**config.mk**
```make
export PLATFORM = sky130hd
export DESIGN_NAME = bus_wait_hold_timing_unit
export DESIGN_NICKNAME = d
export VERILOG_FILES = /design/src/bus_timing_pkg.sv /design/src/zone_decode.sv /design/src/cycle_calc.sv /design/src/bus_wait_hold_timing_unit.sv
export SDC_FILE = /design/constraint.sdc
export NUM_CORES = 1
export LEC_CHECK = 0
export BUFFER_PORTS_ARGS = -buffer_cell sky130_fd_sc_hd__buf_2
export CORE_UTILIZATION = 52
export CTS_CLUSTER_DIAMETER = 80
export DETAILED_ROUTE_END_ITERATION = 6
export PLACE_DENSITY = 0.8
export SKIP_LAST_GASP = 1
export SYNTH_ARGS = -nofsm -noshare
export SYNTH_HDL_FRONTEND = slang
export SYNTH_HIERARCHICAL = 1
export SYNTH_SLANG_ARGS = --single-unit
```
**constraint.sdc**
```tcl
create_clock -name clk -period 2.9 [get_ports clk]
set_input_delay 0.435 -clock clk [delete_from_list [all_inputs] [get_ports clk]]
set_output_delay 0.435 -clock clk [all_outputs]
set_load 0.01 [all_outputs]
```
**src/bus_timing_pkg.sv**
```systemverilog
package bus_timing_pkg;

   // register byte addresses on the APB side
   localparam logic [15:0] WRITE_CFG_ADDR   = 16'hF900;
   localparam logic [15:0] ZONE0_CFG_ADDR   = 16'hF904;
   localparam logic [15:0] PORT_CFG_ADDR    = 16'hF908;
   localparam logic [15:0] MODULE_CFG_ADDR  = 16'hF90C;
   localparam logic [15:0] STATUS_ADDR      = 16'hF910;

   // reset values
   localparam logic [15:0] ZONE0_CFG_RESET  = 16'h069F;
   localparam logic [15:0] PORT_CFG_RESET   = 16'h069F;
   localparam logic [15:0] WRITE_CFG_RESET  = 16'h0007;
   localparam logic [15:0] MODULE_CFG_RESET = 16'h0000;

   // writable bits; the rest read as zero
   localparam logic [15:0] ZONE_CFG_MASK    = 16'h0EFF;
   localparam logic [15:0] WRITE_CFG_MASK   = 16'h0007;
   localparam logic [15:0] MODULE_CFG_MASK  = 16'h0001;

   // field positions in the zone, write cycle and module register layouts
   localparam int WAIT_LSB        = 0;
   localparam int WAIT_W          = 3;
   localparam int HOLD_LSB        = 3;
   localparam int HOLD_W          = 2;
   localparam int BUS_WIDTH_BIT   = 7;
   localparam int POST_IDLE_BIT   = 9;
   localparam int PRE_IDLE_BIT    = 10;
   localparam int FAST_READ_BIT   = 11;
   localparam int EARLY_WRITE_BIT = 0;
   localparam int EEPROM_FAST_BIT = 0;

   // address regions
   localparam logic [15:0] FLASH_LO  = 16'h0000;
   localparam logic [15:0] FLASH_HI  = 16'hBFFF;
   localparam logic [15:0] RAM_LO    = 16'hE000;
   localparam logic [15:0] RAM_HI    = 16'hE7FF;
   localparam logic [15:0] EEPROM_LO = 16'hF000;
   localparam logic [15:0] EEPROM_HI = 16'hF27F;
   localparam logic [15:0] PERIPH_LO = 16'hF000;
   localparam logic [15:0] PERIPH_HI = 16'hFFFF;
   localparam logic [15:0] PORT_LO   = 16'hFB00;
   localparam logic [15:0] PORT_HI   = 16'hFBFF;

   // cycle counts
   localparam int          WAIT_CNT_W  = 4;
   localparam logic [3:0]  ONE_WAIT    = 4'h1;
   localparam logic [3:0]  NO_WAIT     = 4'h0;
   localparam logic [1:0]  NO_HOLD     = 2'h0;

   typedef enum logic [2:0] {
      REG_NONE,
      REG_FLASH,
      REG_RAM,
      REG_EEPROM,
      REG_PERIPH,
      REG_PORT
   } region_t;

endpackage

```
**src/zone_decode.sv**
```systemverilog
`timescale 1ns/10ps
module zone_decode (
   input  wire logic [15:0]               addr,
   output bus_timing_pkg::region_t         region
);

   function automatic logic inRange(input logic [15:0] a, input logic [15:0] lo,
                                    input logic [15:0] hi);
      inRange = (a >= lo) && (a <= hi);
   endfunction

   // narrow windows first so they win over the general peripheral span
   always_comb begin
      if (inRange(addr, bus_timing_pkg::PORT_LO, bus_timing_pkg::PORT_HI)) begin
         region = bus_timing_pkg::REG_PORT;
      end else if (inRange(addr, bus_timing_pkg::EEPROM_LO, bus_timing_pkg::EEPROM_HI)) begin
         region = bus_timing_pkg::REG_EEPROM;
      end else if (inRange(addr, bus_timing_pkg::RAM_LO, bus_timing_pkg::RAM_HI)) begin
         region = bus_timing_pkg::REG_RAM;
      end else if (inRange(addr, bus_timing_pkg::FLASH_LO, bus_timing_pkg::FLASH_HI)) begin
         region = bus_timing_pkg::REG_FLASH;
      end else if (inRange(addr, bus_timing_pkg::PERIPH_LO, bus_timing_pkg::PERIPH_HI)) begin
         region = bus_timing_pkg::REG_PERIPH;
      end else begin
         region = bus_timing_pkg::REG_NONE;
      end
   end

endmodule

```
**src/cycle_calc.sv**
```systemverilog
`timescale 1ns/10ps
module cycle_calc (
   input  wire logic [15:0]               zone0Cfg,
   input  wire logic [15:0]               portCfg,
   input  wire logic                      earlyWrite,
   input  wire logic                      eepromFast,
   input  wire bus_timing_pkg::region_t   region,
   input  wire logic                      isWrite,
   output logic [3:0]                     waitCount,
   output logic [1:0]                     holdCount,
   output logic                           fastCycle,
   output logic                           wideBus
);

   function automatic logic [3:0] waitField(input logic [15:0] cfg);
      waitField = {1'b0, cfg[bus_timing_pkg::WAIT_LSB +: bus_timing_pkg::WAIT_W]};
   endfunction

   logic [3:0] early_write_select;
   logic       fast_read_select;

   assign early_write_select = {3'h0, earlyWrite};
   assign fast_read_select = zone0Cfg[bus_timing_pkg::FAST_READ_BIT];

   // wait and hold counts per region and direction
   always_comb begin
      waitCount = bus_timing_pkg::NO_WAIT;
      holdCount = bus_timing_pkg::NO_HOLD;
      fastCycle = 1'b0;
      wideBus   = 1'b1;
      case (region)
         bus_timing_pkg::REG_FLASH: begin
            wideBus = zone0Cfg[bus_timing_pkg::BUS_WIDTH_BIT];
            if (!isWrite && fast_read_select) begin
               fastCycle = 1'b1;
            end else if (!isWrite) begin
               waitCount = bus_timing_pkg::ONE_WAIT + waitField(zone0Cfg);
               holdCount = zone0Cfg[bus_timing_pkg::HOLD_LSB +: bus_timing_pkg::HOLD_W];
            end else if (fast_read_select) begin
               waitCount = bus_timing_pkg::ONE_WAIT + early_write_select;
            end else begin
               waitCount = bus_timing_pkg::ONE_WAIT + early_write_select + waitField(zone0Cfg);
               holdCount = zone0Cfg[bus_timing_pkg::HOLD_LSB +: bus_timing_pkg::HOLD_W];
            end
         end
         bus_timing_pkg::REG_RAM: begin
            waitCount = bus_timing_pkg::NO_WAIT;
         end
         bus_timing_pkg::REG_EEPROM: begin
            // writes take the plain peripheral wait
            waitCount = (!isWrite && eepromFast) ? bus_timing_pkg::NO_WAIT
                                                 : bus_timing_pkg::ONE_WAIT;
         end
         bus_timing_pkg::REG_PERIPH: begin
            waitCount = bus_timing_pkg::ONE_WAIT;
         end
         bus_timing_pkg::REG_PORT: begin
            wideBus   = portCfg[bus_timing_pkg::BUS_WIDTH_BIT];
            waitCount = isWrite ? bus_timing_pkg::ONE_WAIT + early_write_select + waitField(portCfg)
                                : bus_timing_pkg::ONE_WAIT + waitField(portCfg);
            holdCount = portCfg[bus_timing_pkg::HOLD_LSB +: bus_timing_pkg::HOLD_W];
         end
         default: begin
            waitCount = bus_timing_pkg::NO_WAIT;
         end
      endcase
   end

endmodule

```
**src/bus_wait_hold_timing_unit.sv**
```systemverilog
// What this block does
// - zone-0 timing register at F904, 16 bits, bits 0-7 and 9-11 read/write, resets to 069F.
// - three-bit wait field gives zero to seven extra internal wait cycles.
// - two-bit hold field gives zero to three hold cycles after each access.
// - bus width bit: clear means 8-bit bus, set means 16-bit, reset 16.
// - post idle bit adds one idle cycle when the next access changes zone.
// - pre idle bit adds one idle cycle before an access in a new zone.
// - fast read bit set gives one-cycle reads, clear gives reads of three or more.
// - fast flash reads use no waits and no holds, ignoring both fields.
// - normal flash reads wait one plus wait field, hold per hold field.
// - flash writes in fast mode wait one plus early-write bit, no hold.
// - flash writes in normal mode wait field plus one or two, hold field.
// - static RAM accesses add no waits and no holds.
// - EEPROM reads wait zero when fast bit set, else one; never hold.
// - core register and peripheral accesses wait exactly one, no hold.
// - port region wait, hold and bus width come from the port zone register fields; its idle and fast read bits go unused.
// - early write select: clear gives late writes, set early; resets early.
//
// The APB interface to the registers was left to the implementer.
`timescale 1ns/10ps
module bus_wait_hold_timing_unit #(
   parameter int ADDR_W = 16,
   parameter int DATA_W = 16
) (
   input  wire logic                  clk,
   input  wire logic                  sys_rst,
   // APB register port
   input  wire logic [ADDR_W-1:0]     paddr,
   input  wire logic                  psel,
   input  wire logic                  penable,
   input  wire logic                  pwrite,
   input  wire logic [31:0]           pwdata,
   output logic [31:0]                prdata,
   output logic                       pready,
   output logic                       pslverr,
   // CPU core side
   input  wire logic                  cpuReq,
   input  wire logic                  cpuWrite,
   input  wire logic                  cpuWord,
   input  wire logic [ADDR_W-1:0]     cpuAddr,
   input  wire logic [DATA_W-1:0]     cpuWdata,
   output logic                       cpuReady,
   output logic [DATA_W-1:0]          cpuRdata,
   // memory and peripheral side
   output logic                       memStrobe,
   output logic                       memLatch,
   output logic                       memHold,
   output logic                       memIdle,
   output logic                       memWrite,
   output logic                       memWord,
   output logic [ADDR_W-1:0]          memAddr,
   output logic [DATA_W-1:0]          memWdata,
   input  wire logic [DATA_W-1:0]     memRdata
);

   typedef enum logic [2:0] {
      ST_IDLE,
      ST_GAP,
      ST_ADDR,
      ST_WAIT,
      ST_DATA,
      ST_HOLD,
      ST_ACK
   } seq_state_t;

   // configuration registers
   logic [15:0]               zone0Cfg;
   logic [15:0]               portCfg;
   logic [15:0]               writeCfg;
   logic [15:0]               moduleCfg;

   // sequencer state
   seq_state_t                state;
   bus_timing_pkg::region_t   reqRegion;
   bus_timing_pkg::region_t   lastRegion;
   logic                      lastValid;
   logic [3:0]                waitLoad;
   logic [3:0]                waitLeft;
   logic [1:0]                holdLoad;
   logic [1:0]                holdLeft;
   logic [1:0]                gapLeft;
   logic                      reqFast;
   logic                      reqSplit;
   logic                      half;
   logic [DATA_W-1:0]         reqWdata;
   logic [7:0]                rdataLow;
   logic                      lastSplit;
   logic                      lastGap;

   // decode and timing for the request now offered
   bus_timing_pkg::region_t   curRegion;
   logic [3:0]                curWait;
   logic [1:0]                curHold;
   logic                      curFast;
   logic                      curWide;
   logic [1:0]                curGap;
   logic                      zoneChange;
   logic                      accessDone;
   logic                      apbSetup;
   logic                      apbWriteEn;
   logic [15:0]               apbAddr;
   logic [15:0]               statusWord;

   zone_decode u_decode (
      .addr   (cpuAddr[15:0]),
      .region (curRegion)
   );

   cycle_calc u_calc (
      .zone0Cfg   (zone0Cfg),
      .portCfg    (portCfg),
      .earlyWrite (writeCfg[bus_timing_pkg::EARLY_WRITE_BIT]),
      .eepromFast (moduleCfg[bus_timing_pkg::EEPROM_FAST_BIT]),
      .region     (curRegion),
      .isWrite    (cpuWrite),
      .waitCount  (curWait),
      .holdCount  (curHold),
      .fastCycle  (curFast),
      .wideBus    (curWide)
   );

   function automatic logic [1:0] bit2(input logic b);
      bit2 = {1'b0, b};
   endfunction

   // APB decode; zero-wait slave, read data prepared during the setup phase
   assign apbAddr    = paddr[15:0];
   assign apbSetup   = psel & ~penable;
   assign apbWriteEn = psel & penable & pwrite;
   assign pready     = 1'b1;

   // one idle cycle per enabled idle bit when the zone changes
   assign zoneChange = lastValid && (curRegion != lastRegion);
   assign curGap     = zoneChange ? bit2(zone0Cfg[bus_timing_pkg::POST_IDLE_BIT])
                                    + bit2(zone0Cfg[bus_timing_pkg::PRE_IDLE_BIT])
                                  : 2'h0;

   // last cycle of a bus half: data cycle without hold, last hold, or a fast read
   assign accessDone = ((state == ST_DATA) && (holdLoad == 2'h0))
                    || ((state == ST_HOLD) && (holdLeft == 2'h1))
                    || ((state == ST_ADDR) && reqFast);

   // zone-0 register; bits outside the mask stay zero
   always_ff @(posedge clk) begin
      if (sys_rst) begin
         zone0Cfg <= bus_timing_pkg::ZONE0_CFG_RESET;
      end else if (apbWriteEn && (apbAddr == bus_timing_pkg::ZONE0_CFG_ADDR)) begin
         // bits 5 and 6 are stored as written; software keeps them zero
         zone0Cfg <= pwdata[15:0] & bus_timing_pkg::ZONE_CFG_MASK;
      end
   end

   // port zone register
   always_ff @(posedge clk) begin
      if (sys_rst) begin
         portCfg <= bus_timing_pkg::PORT_CFG_RESET;
      end else if (apbWriteEn && (apbAddr == bus_timing_pkg::PORT_CFG_ADDR)) begin
         portCfg <= pwdata[15:0] & bus_timing_pkg::ZONE_CFG_MASK;
      end
   end

   // write cycle register; reset selects early writes
   always_ff @(posedge clk) begin
      if (sys_rst) begin
         writeCfg <= bus_timing_pkg::WRITE_CFG_RESET;
      end else if (apbWriteEn && (apbAddr == bus_timing_pkg::WRITE_CFG_ADDR)) begin
         writeCfg <= pwdata[15:0] & bus_timing_pkg::WRITE_CFG_MASK;
      end
   end

   // module register holding the fast EEPROM bit
   always_ff @(posedge clk) begin
      if (sys_rst) begin
         moduleCfg <= bus_timing_pkg::MODULE_CFG_RESET;
      end else if (apbWriteEn && (apbAddr == bus_timing_pkg::MODULE_CFG_ADDR)) begin
         moduleCfg <= pwdata[15:0] & bus_timing_pkg::MODULE_CFG_MASK;
      end
   end

   // read-only view of the sequencer and the last completed access
   assign statusWord = {4'h0, lastGap, lastSplit, holdLoad, waitLoad,
                        reqRegion, (state != ST_IDLE)};

   // read mux, latched in the setup phase so prdata comes from a flop
   always_ff @(posedge clk) begin
      if (sys_rst) begin
         prdata  <= 32'h0000_0000;
         pslverr <= 1'b0;
      end else if (apbSetup) begin
         pslverr <= 1'b0;
         case (apbAddr)
            bus_timing_pkg::ZONE0_CFG_ADDR:  prdata <= {16'h0000, zone0Cfg};
            bus_timing_pkg::PORT_CFG_ADDR:   prdata <= {16'h0000, portCfg};
            bus_timing_pkg::WRITE_CFG_ADDR:  prdata <= {16'h0000, writeCfg};
            bus_timing_pkg::MODULE_CFG_ADDR: prdata <= {16'h0000, moduleCfg};
            bus_timing_pkg::STATUS_ADDR:     prdata <= {16'h0000, statusWord};
            default: begin
               prdata  <= 32'h0000_0000;
               pslverr <= 1'b1;  // unmapped: error, write ignored
            end
         endcase
      end
   end

   // sequencer; timing is snapshotted at the start so a mid-access config write
   // only affects the next access
   always_ff @(posedge clk) begin
      if (sys_rst) begin
         state <= ST_IDLE;
      end else begin
         case (state)
            ST_IDLE: begin
               if (cpuReq) begin
                  state <= (curGap != 2'h0) ? ST_GAP : ST_ADDR;
               end
            end
            ST_GAP: begin
               if (gapLeft == 2'h1) begin
                  state <= ST_ADDR;
               end
            end
            ST_ADDR: begin
               if (reqFast) begin
                  state <= (reqSplit && !half) ? ST_ADDR : ST_ACK;
               end else if (waitLoad != 4'h0) begin
                  state <= ST_WAIT;
               end else begin
                  state <= ST_DATA;
               end
            end
            ST_WAIT: begin
               if (waitLeft == 4'h1) begin
                  state <= ST_DATA;
               end
            end
            ST_DATA: begin
               if (holdLoad != 2'h0) begin
                  state <= ST_HOLD;
               end else begin
                  state <= (reqSplit && !half) ? ST_ADDR : ST_ACK;
               end
            end
            ST_HOLD: begin
               if (holdLeft == 2'h1) begin
                  state <= (reqSplit && !half) ? ST_ADDR : ST_ACK;
               end
            end
            ST_ACK: begin
               state <= ST_IDLE;
            end
            default: begin
               state <= ST_IDLE;
            end
         endcase
      end
   end

   // request snapshot taken when the access is accepted
   always_ff @(posedge clk) begin
      if (sys_rst) begin
         reqRegion <= bus_timing_pkg::REG_NONE;
         waitLoad  <= 4'h0;
         holdLoad  <= 2'h0;
         reqFast   <= 1'b0;
         reqSplit  <= 1'b0;
         reqWdata  <= '0;
         memWrite  <= 1'b0;
         memWord   <= 1'b0;
      end else if ((state == ST_IDLE) && cpuReq) begin
         reqRegion <= curRegion;
         waitLoad  <= curWait;
         holdLoad  <= curHold;
         reqFast   <= curFast;
         reqSplit  <= cpuWord && !curWide;
         reqWdata  <= cpuWdata;
         memWrite  <= cpuWrite;
         memWord   <= cpuWord && curWide;
      end
   end

   // idle, wait and hold counters
   always_ff @(posedge clk) begin
      if (sys_rst) begin
         gapLeft  <= 2'h0;
         waitLeft <= 4'h0;
         holdLeft <= 2'h0;
      end else begin
         if ((state == ST_IDLE) && cpuReq) begin
            gapLeft <= curGap;
         end else if (state == ST_GAP) begin
            gapLeft <= gapLeft - 2'h1;
         end
         if (state == ST_ADDR) begin
            waitLeft <= waitLoad;
         end else if (state == ST_WAIT) begin
            waitLeft <= waitLeft - 4'h1;
         end
         if (state == ST_DATA) begin
            holdLeft <= holdLoad;
         end else if (state == ST_HOLD) begin
            holdLeft <= holdLeft - 2'h1;
         end
      end
   end

   // byte halves on a narrow bus: low byte first, then the next address
   always_ff @(posedge clk) begin
      if (sys_rst) begin
         half      <= 1'b0;
         memAddr   <= '0;
         memWdata  <= '0;
      end else if ((state == ST_IDLE) && cpuReq) begin
         half      <= 1'b0;
         memAddr   <= cpuAddr;
         memWdata  <= cpuWdata;
      end else if (accessDone && reqSplit && !half) begin
         half      <= 1'b1;
         memAddr   <= memAddr + ADDR_W'(1);
         memWdata  <= {8'h00, reqWdata[15:8]};
      end
   end

   // read data capture at the data cycle, or the address cycle of a fast read
   always_ff @(posedge clk) begin
      if (sys_rst) begin
         rdataLow <= 8'h00;
         cpuRdata <= '0;
      end else if (memLatch && !memWrite) begin
         if (reqSplit && !half) begin
            rdataLow <= memRdata[7:0];
         end else if (reqSplit) begin
            cpuRdata <= {memRdata[7:0], rdataLow};
         end else begin
            cpuRdata <= memRdata;
         end
      end
   end

   // zone history for the idle insertion, plus status of the last access
   always_ff @(posedge clk) begin
      if (sys_rst) begin
         lastRegion <= bus_timing_pkg::REG_NONE;
         lastValid  <= 1'b0;
         lastSplit  <= 1'b0;
         lastGap    <= 1'b0;
      end else if (state == ST_ACK) begin
         lastRegion <= reqRegion;
         lastValid  <= 1'b1;
         lastSplit  <= reqSplit;
         // lastGap is left alone so status still shows an idle used by this access
      end else if (state == ST_GAP) begin
         lastGap    <= 1'b1;
      end else if ((state == ST_IDLE) && cpuReq) begin
         lastGap    <= 1'b0;
      end
   end

   // bus phase strobes decoded from the state flop
   assign memStrobe = (state == ST_ADDR) || (state == ST_WAIT)
                   || (state == ST_DATA) || (state == ST_HOLD);
   assign memLatch  = (state == ST_DATA) || ((state == ST_ADDR) && reqFast);
   assign memHold   = (state == ST_HOLD);
   assign memIdle   = (state == ST_GAP);
   assign cpuReady  = (state == ST_ACK);

endmodule

```
==> results of run 1 <==
==> power groups by stage <==
stage / logic (W) / registers [W] / clock network, W
floorplan: 0.000497 / 0.00214 / 0
global placement: 0.000783 / 0.00212 / 0
detailed placement: 0.000797 / 0.00212 / 0
CTS: 0.000803 / 0.00208 / 0.00234
global route: 0.000894 / 0.00210 / 0.00242
finish: 0.000802 / 0.00209 / 0.00231
==> cell usage in the layout (no fill, tap or decap), drive strengths merged, types with 4 or more instances in the layout <==
cell,Yosys,routed
a211o,12,12
a211oi,31,31
a21boi,8,8
a21oi,61,61
a221oi,12,12
a22oi,17,17
a311oi,6,6
a31oi,5,5
and3,7,7
buf,30,172
bufinv,0,4
clkbuf,45,20
clkinv,0,5
conb,2,21
dfxtp,134,134
ha,11,11
inv,20,20
mux2,4,4
mux2i,37,37
nand2,86,86
nand2b,10,10
nand3,41,41
nand3b,14,14
nand4,8,8
nor2,79,79
nor2b,18,18
nor3,14,14
o211ai,8,8
o21a,4,4
o21ai,12,12
o31ai,4,4
or3,5,5
or4,5,5
xnor2,9,9
==> stage by stage <==
| stage | area [um2] | std cells | hold WS [ns] | total power (W) |
|---|---|---|---|---|
| after global routing | 8150 | 1115 | 0.231 | 0.00542 |
| after floorplan | 6740 | 814 | 0.431 | 0.00263 |
| after global placement | 7510 | 1083 | 0.442 | 0.00290 |
| final | 8150 | 1115 | 0.233 | 0.00520 |
| after detailed placement | 7510 | 1083 | 0.445 | 0.00292 |
| after CTS | 8150 | 1115 | 0.218 | 0.00523 |
==> metal layers <==
metal,GRT usage,vias to the layer above,part of all wire
met3,0.0754,35,0.068
met4,0.114,0,0.024
met2,0.424,207,0.48
li1,-,3099,-
met5,0,-,0
met1,0.318,2910,0.43
==> flip-flops by register name (all words and copies together) (netlist names), 4 cells and up <==
signal	cells
waitLoad	4
zone0Cfg	11
memAddr	16
waitLeft	4
rdataLow	8
prdata	12
portCfg	11
memWdata	16
reqWdata	8
cpuRdata	16
==> cells by family (layout without fill, tap and decap cells) <==
kind of cell | after synthesis | count (layout) | synth area share
adder cells (fa/ha/maj) | 13 | 13 | 0.0266
XOR/XNOR | 12 | 12 | 0.0158
buffers and inverters | 95 | 224 | 0.0690
AO/OA/AOI/OAI | 194 | 194 | 0.201
multiplexers | 41 | 41 | 0.0623
other | 2 | 21 | 0.00113
flip-flops | 134 | 134 | 0.402
AND/OR/NAND/NOR | 304 | 304 | 0.222
==> cell type report <==
type | instances | share of cell area
Multi-Input combinational cell | 585 | 0.442
Sequential cell | 134 | 0.329
Timing Repair Buffer | 172 | 0.114
Clock buffer | 20 | 0.0572
Tap cell | 172 | 0.0264
Clock inverter | 12 | 0.0215
Inverter | 20 | 0.00921
==> path summary, 6_finish.rpt <==
kind,endpoint,slack (ns),from,cells past startpoint
setup reg to reg,memAddr[10],0.62,state[2],5
setup / recovery,cpuReady,0.56,state[0],5
hold reg to reg,prdata[8],0.45,prdata[8],2
hold / removal,zone0Cfg[4],0.23,pwdata[4],2
==> worst max-delay path, cell delays in order, from the launching register on <==
cell and delay, ns:
dfxtp_1 0.51, buf_4 0.26, inv_1 0.13, nand3_1 0.36, inv_1 0.07, buf_2 0.15
==> impl_metrics.env, run 1 <==
export IMPL_finalSetupViolations=0
export IMPL_antenna_found_initial=0
export IMPL_pwr_share_clk=0.444
export IMPL_initial_utilization=0.531
export IMPL_grt_pass1_wl_um=26800
export IMPL_worstSetupEndpointType="output port"
export IMPL_path_max_fanout=14
export IMPL_arrival_ns=1.90
export IMPL_p_leak_nw=3.27
export IMPL_fin_util=0.649
export IMPL_max_cap_violations=0
export IMPL_tightest_slew_ns=0.741
export IMPL_ys_warn_count=6
export IMPL_seq_area_frac_synth=0.402
export IMPL_postRouteAntennaNets=0
export IMPL_drt_iter0_markers=343
export IMPL_synth_distinct_cells=61
export IMPL_synthTopCellsByArea="dfxtp_1 (40%), mux2i_1 (5.6%), nand2_1 (4.8%)"
export IMPL_vdd_ir_drop_max_v=0.000459
export IMPL_post_cts_resized=0
export IMPL_drt_vias_per_instance=5.61
export IMPL_num_vias=6251
export IMPL_root_buffer="clkbuf_16"
export IMPL_synthCells=795
export IMPL_place_ws_ns=0.280
export IMPL_status="complete, no violations"
export IMPL_core_area_mm2=0.0126
export IMPL_post_cts_setup_buffers=0
export IMPL_power_frac_seq=0.401
export IMPL_die_w_um=115
export IMPL_crit_type="reg2out"
export IMPL_drc=0
export IMPL_ios=193
export IMPL_drive_above_1_share=0.232
export IMPL_drt_total_wl_um=16600
export IMPL_p_switching_w=0.00140
export IMPL_hold_violations=0
export IMPL_netlist_area_mm2=0.00667
export IMPL_cts_made_buffers=17
export IMPL_port_buffers=150
export IMPL_die_height_um=115
export IMPL_synth_most_common_cell="dfxtp_1"
export IMPL_power_frac_comb=0.154
export IMPL_rsz0062_at_grt="false"
export IMPL_dieArea_mm2=0.0133
export IMPL_rows=41
export IMPL_synth_area_leader_cell="dfxtp_1"
export IMPL_clkSinkCount=134
export IMPL_fin_nets=1047
export IMPL_gr_total_overflow=0
export IMPL_multiInputGateArea_mm2=0.00361
export IMPL_gp_congestion=0.817
export IMPL_required_ns=2.47
export IMPL_fin_ws_ns=0.562
export IMPL_syn_area_per_cell_um2=8.39
export IMPL_htreeDepth=4
export IMPL_p_int_w=0.00379
export IMPL_finalSetupTns_ns=0
export IMPL_switching_share=0.270
export IMPL_antenna_cells=0
export IMPL_syn2layout_area_growth_pct=22.2
export IMPL_grt_max_degree=57
export IMPL_netlist_area_leader_share=0.402
export IMPL_fillers=1065
export IMPL_ys_async_sr_fraction=0
export IMPL_yosys_top_cells_count="dfxtp_1 (134), nand2_1 (86), nor2_1 (79)"
export IMPL_fin_worst_skew_ns=0.00865
export IMPL_startpoint_type="flip-flop"
export IMPL_clkSlewWorstSetupHoldPaths_ns=0.06
export IMPL_fmax_mhz=428
export IMPL_ys_ff_latch=134
export IMPL_cellPowerDensity_mw_per_mm2=637
export IMPL_firstDrtPassIters=5
export IMPL_gr_usage_all_layers=0.259
export IMPL_post_route_min_period_ns=2.34
export IMPL_slew_violations=0
export IMPL_final_seq_area_mm2=0.00268
export IMPL_cts_tree="built"
export IMPL_relSlewSlack=0.502
export IMPL_wl_per_cell_um=14.9
export IMPL_clockBufferDepth=2
export IMPL_ctsHoldBuffers=0
export IMPL_grt_pass1_vias=5568
export IMPL_min_path_type="in2reg"
export IMPL_clock_latency_ns=0.43
export IMPL_post_route_period_util=0.806
export IMPL_ys_flop_type="dfxtp_1"
export IMPL_dp_hpwl_um=11400
export IMPL_synth_edf_count=0
No activity file was read; power rests on OpenSTA's default activity.
==> run 2: changes to the inputs <==
--- a/config.mk
+++ b/config.mk
@@ -5,11 +5,12 @@
 export SDC_FILE = /design/constraint.sdc
 export NUM_CORES = 1
 export LEC_CHECK = 0
+export ABC_AREA = 1
 export BUFFER_PORTS_ARGS = -buffer_cell sky130_fd_sc_hd__buf_2
-export CORE_UTILIZATION = 52
+export CORE_UTILIZATION = 48
 export CTS_CLUSTER_DIAMETER = 80
 export DETAILED_ROUTE_END_ITERATION = 6
-export PLACE_DENSITY = 0.8
+export PLACE_DENSITY = 0.77
 export SKIP_LAST_GASP = 1
 export SYNTH_ARGS = -nofsm -noshare
 export SYNTH_HDL_FRONTEND = slang
==> constraint.sdc (replaced) <==
create_clock -name clk -period 2 [get_ports clk]
set_input_delay 0.3 -clock clk [delete_from_list [all_inputs] [get_ports clk]]
set_output_delay 0.3 -clock clk [all_outputs]
set_load 0.01 [all_outputs]
==> impl_metrics.env, run 2 <==
export IMPL_status="complete, no violations"
export IMPL_ios=193
export IMPL_crit_slowest_cell="dfxtp_1"
export IMPL_clock_latency_ns=0.42
export IMPL_seq_area_frac_synth=0.384
export IMPL_fmax_mhz=538
export IMPL_cts_tree="built"
export IMPL_p_total_w=0.00954
export IMPL_dp_hpwl_um=12800
export IMPL_ys_ff_latch=134
export IMPL_num_vias=6989
export IMPL_antenna_found_initial=0
export IMPL_crit_path_cell_trace="inv_2, nor2_4, inv_1, nand2_1, inv_1, nand2_1, buf_2"
export IMPL_post_cts_resized=0
export IMPL_worstSetupEndpointType="output port"
export IMPL_finalSetupViolations=0
export IMPL_gr_total_overflow=0
export IMPL_ys_async_sr_fraction=0
export IMPL_relSlewSlack=0.612
export IMPL_fillers=1321
export IMPL_synth_most_common_cell="nand2_1"
export IMPL_grt_pass1_vias=6304
export IMPL_clkSinkCount=134
export IMPL_netlist_area_mm2=0.00698
export IMPL_syn_area_per_cell_um2=6.90
export IMPL_synthCells=1012
export IMPL_cpLargestDelayFamily="flip-flops"
export IMPL_initial_utilization=0.497
export IMPL_rows=43
export IMPL_wl_per_cell_um=13.3
export IMPL_synthTopCellsByArea="dfxtp_1 (38%), nand2_1 (13%), a21oi_1 (7.1%)"
export IMPL_drc=0
export IMPL_postRouteAntennaNets=0
export IMPL_die_height_um=123
export IMPL_gr_usage_all_layers=0.246
export IMPL_drt_total_wl_um=17900
export IMPL_min_path_type="in2reg"
export IMPL_grt_pass1_wl_um=29200
export IMPL_drt_vias_per_instance=5.19
export IMPL_ctsHoldBuffers=0
export IMPL_top_regs="cpuRdata (16), memAddr (16), memWdata (16)"
export IMPL_slowest_delay_ns=0.48
export IMPL_fin_nets=1271
export IMPL_fin_worst_skew_ns=0.00963
export IMPL_port_buffers=150
export IMPL_grt_max_degree=49
export IMPL_cts_made_buffers=17
export IMPL_clockBufferDepth=2
export IMPL_core_area_mm2=0.0140
export IMPL_p_leak_nw=4.00
export IMPL_hold_violations=0
export IMPL_post_route_period_util=0.929
export IMPL_max_cap_violations=0
export IMPL_r2r_slack_ns=0.25
export IMPL_netlist_area_leader_share=0.384
export IMPL_rsz0062_at_grt="false"
export IMPL_post_cts_setup_buffers=0
export IMPL_tightest_slew_ns=0.581
export IMPL_yosys_top_cells_count="nand2_1 (239), dfxtp_1 (134), inv_1 (112)"
export IMPL_firstDrtPassIters=5
export IMPL_mostFrequentLayoutCell="nand2_1"
export IMPL_antenna_cells=0
export IMPL_dieArea_mm2=0.0150
export IMPL_gp_congestion=0.898
export IMPL_cellPowerDensity_mw_per_mm2=1140
export IMPL_crit_type="reg2out"
export IMPL_vdd_ir_drop_max_v=0.000658
export IMPL_ys_warn_count=6
export IMPL_synth_distinct_cells=42
export IMPL_finalSetupTns_ns=0
export IMPL_drt_iter0_markers=601
export IMPL_post_route_min_period_ns=1.86
export IMPL_die_w_um=123
export IMPL_required_ns=1.70
export IMPL_clkSlewWorstSetupHoldPaths_ns=0.06
export IMPL_path_max_fanout=6
export IMPL_final_cell_mix="nand2_1 (239), buf_2 (150), dfxtp_1 (132), inv_1 (110), a21oi_1 (99)"
export IMPL_synth_edf_count=0
export IMPL_slew_violations=0
export IMPL_cp_num_buf_inv=4
export IMPL_ys_flop_type="dfxtp_1"
export IMPL_drive_above_1_share=0.204
export IMPL_synth_area_leader_cell="dfxtp_1"
export IMPL_arrival_ns=1.56
export IMPL_startpoint_type="flip-flop"
export IMPL_syn2layout_area_growth_pct=20.3
export IMPL_root_buffer="clkbuf_16"
export IMPL_htreeDepth=4
-- run 2: path summary, 6_finish.rpt --
kind,startpoint,end,depth (start not counted)
max,state[2],memStrobe,7
min,pwdata[11],portCfg[11],3
max reg2reg,writeCfg[0],waitLoad[2],8
min reg2reg,cpuRdata[7],cpuRdata[7],2
-- run 2: per-layer routing --
layer	vias to the layer above	GRT usage	share of wire
li1	3552	-	-
met1	3194	0.316	0.46
met2	222	0.403	0.47
met3	21	0.0632	0.059
met4	0	0.0755	0.012
met5	-	0	0
-- run 2: area by class of cell --
class,instances,area [um2],share of cell area
timing repair buffer,169,918,0.109
clock inverter,10,120,0.0143
tap,180,225,0.0268
inverter,118,450,0.0536
clock buffer,22,474,0.0565
multi-input combinational,714,3530,0.420
sequential,134,2690,0.320
-- run 2: stage by stage --
step | hold slack, ns | utilization | cells | instance area [um2] | setup slack (ns)
after floorplan | 0.424 | - | 1031 | 7050 | 0.356
after global placement | 0.430 | 0.556 | 1315 | 7800 | 0.191
after detailed placement | 0.434 | 0.556 | 1315 | 7800 | 0.166
after CTS | 0.128 | 0.598 | 1347 | 8400 | 0.0925
after global routing | 0.140 | 0.598 | 1347 | 8400 | 0.0147
final | 0.141 | 0.598 | 1347 | 8400 | 0.142
-- run 2: worst reg2reg max path: cells and delay by family (launching register included) --
kind	cells	cell delay (ns)
compound gates	2	0.21
xor+xnor	1	0.17
fa+ha+maj	2	0.62
flops	1	0.40
simple gates	3	0.23
-- run 2: cell families after synthesis --
| family | after synthesis | synth area share |
|---|---|---|
| other cells | 2 | 0.00108 |
| xor+xnor | 8 | 0.0100 |
| compound gates | 226 | 0.173 |
| flops | 134 | 0.384 |
| fa+ha+maj | 13 | 0.0255 |
| simple gates | 445 | 0.284 |
| buf+inv | 183 | 0.121 |
| mux | 1 | 0.00143 |
-- run 2: power breakdown --
group          switching (W)  total (W)  internal (W)
sequential          0.000370    0.00354       0.00317
clock                0.00117    0.00311       0.00194
combinational        0.00184    0.00289       0.00106
